## config.mk

```make
export PLATFORM = sky130hd
export DESIGN_NAME = ipc_top
export DESIGN_NICKNAME = d
export VERILOG_FILES = /design/src/ipc_top.v /design/src/ipc_prio_reg.v
export VERILOG_INCLUDE_DIRS = /design/src
export SDC_FILE = /design/constraint.sdc
export NUM_CORES = 1
export LEC_CHECK = 0
export BUFFER_PORTS_ARGS = -buffer_cell sky130_fd_sc_hd__buf_2
export CORE_MARGIN = 1.5
export CORE_UTILIZATION = 52
export CTS_BUF_LIST = sky130_fd_sc_hd__clkbuf_16
export DETAILED_ROUTE_END_ITERATION = 8
export PLACE_DENSITY_LB_ADDON = 0.15
export SLEW_MARGIN = 40
export SYNTH_ARGS = -nofsm -noshare
export SYNTH_HDL_FRONTEND = slang
export SYNTH_SLANG_ARGS = --single-unit
```

## constraint.sdc

```tcl
create_clock -name pclk -period 1.8 [get_ports pclk]
set_input_delay 0.27 -clock pclk [delete_from_list [all_inputs] [get_ports pclk]]
set_output_delay 0.27 -clock pclk [all_outputs]
set_load 0.02 [all_outputs]
```

## src/ipc_consts.vh

```
// constants for the interrupt priority configuration block
// assumes inclusion by bare name from the design files
`ifndef IPC_CONSTS_VH
`define IPC_CONSTS_VH

// ----------------------------------------
// register byte offsets on apb
// ----------------------------------------
`define IPC_OFS_PRIO0 12'h000
`define IPC_OFS_PRIO1 12'h004
`define IPC_OFS_PRIO2 12'h008
`define IPC_OFS_PRIO3 12'h00C
`define IPC_OFS_PRIO4 12'h010
`define IPC_OFS_PRIO5 12'h014
`define IPC_NUM_REGS  6

// ----------------------------------------
// field layout and reset values
// ----------------------------------------
`define IPC_FLD_W       3
`define IPC_FLD_HI_POS  12
`define IPC_FLD_MH_POS  8
`define IPC_FLD_ML_POS  4
`define IPC_FLD_LO_POS  0
`define IPC_PRIO_RESET  3'h4
`define IPC_PRIO_OFF    3'h0
`define IPC_PRIO_MAX    3'h7
`define IPC_PRIO_MIN    3'h1
// implemented bits per register
`define IPC_MASK0 16'h7777
`define IPC_MASK1 16'h7770
`define IPC_MASK2 16'h7777
`define IPC_MASK3 16'h0077
`define IPC_MASK4 16'h7777
`define IPC_MASK5 16'h7707
`define IPC_RESET0 16'h4444
`define IPC_RESET1 16'h4440
`define IPC_RESET2 16'h4444
`define IPC_RESET3 16'h0044
`define IPC_RESET4 16'h4444
`define IPC_RESET5 16'h4404

`endif

```

## src/ipc_top.v

```verilog
// interrupt priority configuration: six priority registers on apb
// assumes single pclk domain; software is the only writer
// Notes on behaviour
// RULE1: code 111 gives highest priority 7
// RULE2: code 001 lowest level 1, between linear
// RULE3: code 000 disables the source entirely
// RULE4: reg2 serial rx 14-12, spi event 10-8
// RULE5: reg2 spi fault 6-4, timer three 2-0
// RULE6: reset loads 100; unimplemented bits zero
`include "ipc_consts.vh"
module ipc_top (
    input  wire        pclk,
    input  wire        presetn,
    input  wire        psel,
    input  wire        penable,
    input  wire        pwrite,
    input  wire [11:0] paddr,
    input  wire [31:0] pwdata,
    output wire [31:0] prdata,
    output wire        pready,
    output wire        pslverr,
    output wire [2:0]  timer_one_priority,
    output wire [2:0]  outcmp_one_priority,
    output wire [2:0]  incap_one_priority,
    output wire [2:0]  ext_zero_priority,
    output wire [2:0]  timer_two_priority,
    output wire [2:0]  outcmp_two_priority,
    output wire [2:0]  incap_two_priority,
    output wire [2:0]  serial_one_rx_priority,
    output wire [2:0]  spi_one_event_priority,
    output wire [2:0]  spi_one_fault_priority,
    output wire [2:0]  timer_three_priority,
    output wire [2:0]  adc_done_priority,
    output wire [2:0]  serial_one_tx_priority,
    output wire [2:0]  pin_change_priority,
    output wire [2:0]  comparator_priority,
    output wire [2:0]  twowire_master_priority,
    output wire [2:0]  twowire_slave_priority,
    output wire [2:0]  incap_eight_priority,
    output wire [2:0]  incap_seven_priority,
    output wire [2:0]  ext_one_priority,
    output wire [19:0] source_enabled
);

    // ----------------------------------------
    // registered outputs
    // ----------------------------------------
    // every output port is wired straight from one of these flops
    reg  [31:0] prdata_ff;
    reg         pready_ff;
    reg         pslverr_ff;
    reg  [2:0]  timer_one_priority_ff;
    reg  [2:0]  outcmp_one_priority_ff;
    reg  [2:0]  incap_one_priority_ff;
    reg  [2:0]  ext_zero_priority_ff;
    reg  [2:0]  timer_two_priority_ff;
    reg  [2:0]  outcmp_two_priority_ff;
    reg  [2:0]  incap_two_priority_ff;
    reg  [2:0]  serial_one_rx_priority_ff;
    reg  [2:0]  spi_one_event_priority_ff;
    reg  [2:0]  spi_one_fault_priority_ff;
    reg  [2:0]  timer_three_priority_ff;
    reg  [2:0]  adc_done_priority_ff;
    reg  [2:0]  serial_one_tx_priority_ff;
    reg  [2:0]  pin_change_priority_ff;
    reg  [2:0]  comparator_priority_ff;
    reg  [2:0]  twowire_master_priority_ff;
    reg  [2:0]  twowire_slave_priority_ff;
    reg  [2:0]  incap_eight_priority_ff;
    reg  [2:0]  incap_seven_priority_ff;
    reg  [2:0]  ext_one_priority_ff;
    reg  [19:0] source_enabled_ff;

    assign prdata                  = prdata_ff;
    assign pready                  = pready_ff;
    assign pslverr                 = pslverr_ff;
    assign timer_one_priority      = timer_one_priority_ff;
    assign outcmp_one_priority     = outcmp_one_priority_ff;
    assign incap_one_priority      = incap_one_priority_ff;
    assign ext_zero_priority       = ext_zero_priority_ff;
    assign timer_two_priority      = timer_two_priority_ff;
    assign outcmp_two_priority     = outcmp_two_priority_ff;
    assign incap_two_priority      = incap_two_priority_ff;
    assign serial_one_rx_priority  = serial_one_rx_priority_ff;
    assign spi_one_event_priority  = spi_one_event_priority_ff;
    assign spi_one_fault_priority  = spi_one_fault_priority_ff;
    assign timer_three_priority    = timer_three_priority_ff;
    assign adc_done_priority       = adc_done_priority_ff;
    assign serial_one_tx_priority  = serial_one_tx_priority_ff;
    assign pin_change_priority     = pin_change_priority_ff;
    assign comparator_priority     = comparator_priority_ff;
    assign twowire_master_priority = twowire_master_priority_ff;
    assign twowire_slave_priority  = twowire_slave_priority_ff;
    assign incap_eight_priority    = incap_eight_priority_ff;
    assign incap_seven_priority    = incap_seven_priority_ff;
    assign ext_one_priority        = ext_one_priority_ff;
    assign source_enabled          = source_enabled_ff;

    // ----------------------------------------
    // apb decode
    // ----------------------------------------
    wire        access = psel & penable & pready_ff;
    wire        hit    = (paddr[1:0] == 2'h0) && (paddr[11:2] < `IPC_NUM_REGS);
    wire [2:0]  idx    = paddr[4:2];
    wire [15:0] regv [0:5];

    genvar g;
    generate
        for (g = 0; g < `IPC_NUM_REGS; g = g + 1) begin : g_reg
            localparam [15:0] M = (g == 0) ? `IPC_MASK0 : (g == 1) ? `IPC_MASK1 :
                                  (g == 2) ? `IPC_MASK2 : (g == 3) ? `IPC_MASK3 :
                                  (g == 4) ? `IPC_MASK4 : `IPC_MASK5;
            localparam [15:0] R = (g == 0) ? `IPC_RESET0 : (g == 1) ? `IPC_RESET1 :
                                  (g == 2) ? `IPC_RESET2 : (g == 3) ? `IPC_RESET3 :
                                  (g == 4) ? `IPC_RESET4 : `IPC_RESET5;
            ipc_prio_reg #(.MASK(M), .RESET(R)) u_reg (
                .pclk    (pclk),
                .presetn (presetn),
                .wr_en   (access & pwrite & hit & ({29'h00000000, idx} == g)),
                .wr_data (pwdata[15:0]),
                .value   (regv[g])
            );
        end
    endgenerate

    // ----------------------------------------
    // read data and error answer
    // ----------------------------------------
    // unmapped addresses answer with pslverr and zero data, writes dropped
    always @(posedge pclk or negedge presetn) begin
        if (!presetn) begin
            prdata_ff  <= 32'h00000000;
            pready_ff  <= 1'b0;
            pslverr_ff <= 1'b0;
        end else begin
            // zero wait: ready only in the first access cycle, so one write per transfer
            pready_ff  <= psel & ~penable;
            pslverr_ff <= psel & ~penable & ~hit;
            if (psel & ~penable & ~pwrite & hit)
                prdata_ff <= {16'h0000, regv[idx]}; // RULE6
            else
                prdata_ff <= 32'h00000000;
        end
    end

    // ----------------------------------------
    // field outputs, registered
    // ----------------------------------------
    // fields are handed to the arbiter as the raw code: 111 is level 7, 001 level 1
    always @(posedge pclk or negedge presetn) begin
        if (!presetn) begin
            timer_one_priority_ff      <= `IPC_PRIO_RESET;
            outcmp_one_priority_ff     <= `IPC_PRIO_RESET;
            incap_one_priority_ff      <= `IPC_PRIO_RESET;
            ext_zero_priority_ff       <= `IPC_PRIO_RESET;
            timer_two_priority_ff      <= `IPC_PRIO_RESET;
            outcmp_two_priority_ff     <= `IPC_PRIO_RESET;
            incap_two_priority_ff      <= `IPC_PRIO_RESET;
            serial_one_rx_priority_ff  <= `IPC_PRIO_RESET;
            spi_one_event_priority_ff  <= `IPC_PRIO_RESET;
            spi_one_fault_priority_ff  <= `IPC_PRIO_RESET;
            timer_three_priority_ff    <= `IPC_PRIO_RESET;
            adc_done_priority_ff       <= `IPC_PRIO_RESET;
            serial_one_tx_priority_ff  <= `IPC_PRIO_RESET;
            pin_change_priority_ff     <= `IPC_PRIO_RESET;
            comparator_priority_ff     <= `IPC_PRIO_RESET;
            twowire_master_priority_ff <= `IPC_PRIO_RESET;
            twowire_slave_priority_ff  <= `IPC_PRIO_RESET;
            incap_eight_priority_ff    <= `IPC_PRIO_RESET;
            incap_seven_priority_ff    <= `IPC_PRIO_RESET;
            ext_one_priority_ff        <= `IPC_PRIO_RESET;
        end else begin
            timer_one_priority_ff      <= regv[0][`IPC_FLD_HI_POS +: `IPC_FLD_W]; // RULE1
            outcmp_one_priority_ff     <= regv[0][`IPC_FLD_MH_POS +: `IPC_FLD_W]; // RULE2
            incap_one_priority_ff      <= regv[0][`IPC_FLD_ML_POS +: `IPC_FLD_W];
            ext_zero_priority_ff       <= regv[0][`IPC_FLD_LO_POS +: `IPC_FLD_W];
            timer_two_priority_ff      <= regv[1][`IPC_FLD_HI_POS +: `IPC_FLD_W];
            outcmp_two_priority_ff     <= regv[1][`IPC_FLD_MH_POS +: `IPC_FLD_W];
            incap_two_priority_ff      <= regv[1][`IPC_FLD_ML_POS +: `IPC_FLD_W];
            serial_one_rx_priority_ff  <= regv[2][`IPC_FLD_HI_POS +: `IPC_FLD_W]; // RULE4
            spi_one_event_priority_ff  <= regv[2][`IPC_FLD_MH_POS +: `IPC_FLD_W]; // RULE4
            spi_one_fault_priority_ff  <= regv[2][`IPC_FLD_ML_POS +: `IPC_FLD_W]; // RULE5
            timer_three_priority_ff    <= regv[2][`IPC_FLD_LO_POS +: `IPC_FLD_W]; // RULE5
            adc_done_priority_ff       <= regv[3][`IPC_FLD_ML_POS +: `IPC_FLD_W];
            serial_one_tx_priority_ff  <= regv[3][`IPC_FLD_LO_POS +: `IPC_FLD_W];
            pin_change_priority_ff     <= regv[4][`IPC_FLD_HI_POS +: `IPC_FLD_W];
            comparator_priority_ff     <= regv[4][`IPC_FLD_MH_POS +: `IPC_FLD_W];
            twowire_master_priority_ff <= regv[4][`IPC_FLD_ML_POS +: `IPC_FLD_W];
            twowire_slave_priority_ff  <= regv[4][`IPC_FLD_LO_POS +: `IPC_FLD_W];
            incap_eight_priority_ff    <= regv[5][`IPC_FLD_HI_POS +: `IPC_FLD_W];
            incap_seven_priority_ff    <= regv[5][`IPC_FLD_MH_POS +: `IPC_FLD_W];
            ext_one_priority_ff        <= regv[5][`IPC_FLD_LO_POS +: `IPC_FLD_W];
        end
    end

    // ----------------------------------------
    // per-source enable: zero code masks the source
    // ----------------------------------------
    // the arbiter must gate requests with this, whatever flag and enable show
    wire [59:0] all_codes = {
        regv[5][14:12], regv[5][10:8], regv[5][2:0],
        regv[4][14:12], regv[4][10:8], regv[4][6:4], regv[4][2:0],
        regv[3][6:4],   regv[3][2:0],
        regv[2][14:12], regv[2][10:8], regv[2][6:4], regv[2][2:0],
        regv[1][14:12], regv[1][10:8], regv[1][6:4],
        regv[0][14:12], regv[0][10:8], regv[0][6:4], regv[0][2:0]};

    wire [19:0] nxt_source_enabled;

    genvar e;
    generate
        for (e = 0; e < 20; e = e + 1) begin : g_en
            assign nxt_source_enabled[e] = (all_codes[e*3 +: 3] != `IPC_PRIO_OFF); // RULE3
        end
    endgenerate

    always @(posedge pclk or negedge presetn) begin
        if (!presetn)
            source_enabled_ff <= 20'hFFFFF;
        else
            source_enabled_ff <= nxt_source_enabled;
    end
endmodule

```

## src/ipc_prio_reg.v

```verilog
// one 16-bit priority register with fixed implemented-bit mask
// assumes write strobe from the apb decode in the same clock domain
module ipc_prio_reg #(
    parameter [15:0] MASK  = 16'hFFFF,
    parameter [15:0] RESET = 16'h0000
) (
    input  wire        pclk,
    input  wire        presetn,
    input  wire        wr_en,
    input  wire [15:0] wr_data,
    output wire [15:0] value
);
    reg [15:0] value_ff;

    always @(posedge pclk or negedge presetn) begin
        if (!presetn) begin
            value_ff <= RESET; // RULE6
        end else if (wr_en) begin
            value_ff <= wr_data & MASK; // RULE6
        end
    end

    assign value = value_ff;
endmodule

```

==> impl_metrics.toml <==
[run_status]
outcome = "complete, no violations"

[layout]
antennaDiodeCount = 0
fin_util = 0.654
fillerInstances = 805
fin_cells = 641
nets = 538
layout-drive-gt1-share = 0.589
area_growth_pct = 22.9
largest_register_ffs = 60

[synth]
async_reset_ff_frac = 1.00
yosysWarnings = 0
postSynthAreaPerCell_um2 = 16.6
synth_top_area_frac = 0.408
syn_area_um2 = 5770
syn_inst = 347
synth.area.top_cells = "dfrtp_1, dfstp_2, mux2_2"
yosysMostFrequentCell = "dfrtp_1"
synth_common_cells = "dfrtp_1, dfstp_2, mux2_2"
synthFlopType = "dfrtp_1"
seq_area_frac_synth = 0.681
yosys_register_bits = 154
yosysUniqueCellTypes = 35
yosys.area.top_type = "dfrtp_1"
synth_edf_count = 0

[hold_path]
hp-class = "in -> reg"
min_from = "penable"

[detailed_routing]
drtIter0Drc = 103
viasPerCell = 5.11
drc = 0
postRouteWirelength_mm = 11.1
detail-route-antenna-nets = 0
route.vias.total = 3273
wire_per_inst_um = 17.3
firstDrtPassIters = 4

[floorplan]
row_count = 38
start_util = 0.532
pin_count = 163
chipHeight_um = 108
fp.coreArea_um2 = 10800
fp.dieArea_um2 = 11700
die_width_um = 108

[clock_network]
clk_latency_ns = 0.42
clkSinkCount = 154
htreeDepth = 4
cts_tree = "built"
cts_root_buffer = "clkbuf_16"
clk_pin_slew_worst_paths_ns = 0.06
clockBufferDepth = 2
postCtsSetupBuffers = 0
cts_inserted_buffers = 17

[worst_setup_path]
crit_path_max_incr_delay_ns = 0.40
critPathLaunchType = "flip-flop"
path_max_fanout = 12
crit_arrival_ns = 1.97
r2r_start = "pready"
cp.required_ns = 2.10
path_class = "reg -> reg"
endpoint_kind = "flip-flop"
crit_buf_inv = 0
crit_start = "pready"
cpLargestDelayFamily = "simple AND/OR/NAND/NOR gates"
crit_slowest_cell = "and3b_4"
cp_cell_sequence = "nand4_1, nor2_1, and3b_4, mux2_2"

[place]
dp_slack_ns = -0.0664
io_buffers = 122
place_inst = 609
post-dp-hpwl_mm = 7.48
globalplace.congestion = 0.819

[sta]
maxSlewViolCount = 0
period_minus_slack_ns = 1.67
post-route-period-util = 0.928
fin_hold_ws_ns = 0.0296
finalSetupViolCount = 0
clock_skew_ns = 0.00521
setup_ws_ns = 0.130
hold_viol_final = 0
max_freq_mhz = 599
rsz0062_at_grt = "no"

[global_route]
grt_pass1_wl_mm = 17.5
grt_use_total = 0.206
overflow = 0
grt_max_degree = 92
grt_pass1_vias = 3257
antenna_found_initial = 0

[pwr]
power_density_nw_per_um2 = 1010
peakVddDrop_v = 0.000679
p_leak_nw = 3.79

[job]
cap_violations = 0
## per-stage QoR
| stage | setup TNS (ns) | total power [mW] | area, um2 |
|---|---|---|---|
| 2_1_floorplan | 0 | 3.67 | 5840 |
| 3_3_place_gp | -0.606 | 3.78 | 6510 |
| 3_5_place_dp | -1.25 | 3.79 | 6510 |
| 4_1_cts | 0 | 7.21 | 7090 |
| 5_1_grt | 0 | 7.41 | 7090 |
| 6_report | 0 | 7.16 | 7090 |
## worst reg2reg max path: cells and delay by family (launching register included)
kind | cells | cell delay [ns]
muxes | 1 | 0.38
DFF | 1 | 0.35
and+or+nand+nor | 3 | 0.82
## per-layer routing
layer / track usage / part of all wire / routed length [um] / vias up
met5: 0 / 0 / 0 / -
met4: 0.0733 / 0.016 / 178 / 0
met3: 0.0627 / 0.060 / 661 / 22
met2: 0.319 / 0.49 / 5400 / 111
met1: 0.276 / 0.44 / 4840 / 1670
li1: - / - / - / 1470
## logic make-up (layout without fill, tap and decap cells)
kind of cell           after synthesis  count (layout)  share of synthesized area
DFF                                154             154                      0.681
muxes                               81              81                      0.177
and+or+nand+nor                     57              57                     0.0681
buffers and inverters               33             168                     0.0438
AOI/OAI and AO/OA                   21              21                     0.0293
other                                1              20                   0.000650
## report_power, final
group          switching, mW  internal, mW  total, mW  leakage, nW
Combinational          0.180        0.0708      0.251         1.56
Sequential           0.00178          3.47       3.48         1.93
Clock                   1.30          2.13       3.43        0.296
Total                   1.48          5.68       7.16         3.79
## timing repair
item | in CTS | in global routing
hold buffers | 1 | 0
hold endpoints to repair | 95 | 0
resized for setup | 0 | 0
## layout make-up
type / instances / area (um2) / area share
clock inverters: 14 / 144 / 0.0203
repair buffers: 137 / 757 / 0.107
multi-input cells: 179 / 1660 / 0.234
flip-flops and latches: 154 / 3930 / 0.554
well taps: 140 / 175 / 0.0247
clock buffers: 17 / 425 / 0.0600
## layout by cell type, fill, tap and decap left out, types with 3 or more instances in the layout
cell type	n
a21oi_1	3
buf_2	121
conb_1	20
o22a_1	9
mux2i_1	15
nor2_1	15
buf_4	12
inv_1	5
a22oi_1	3
mux2_4	25
a2bb2oi_1	6
or3_1	20
bufinv_16	3
clkbuf_16	17
mux2_2	38
dfrtp_1	94
dfstp_2	60
nor2b_1	4
mux4_2	3
clkinv_2	3
## final timing paths
| kind | endpoint | slack, ns | depth (start not counted) |
|---|---|---|---|
| setup / recovery | g_reg[4].u_reg.value[0] | 0.13 | 4 |
| hold / removal | pready | 0.03 | 2 |
| setup reg to reg | g_reg[4].u_reg.value[0] | 0.13 | 4 |
| hold reg to reg | incap_two_priority[2] | 0.38 | 0 |
| max in group asynchronous | incap_eight_priority[2] | 0.96 | 3 |
| min in group asynchronous | timer_three_priority[2] | 0.37 | 2 |
(Power assumes the default switching activity.)
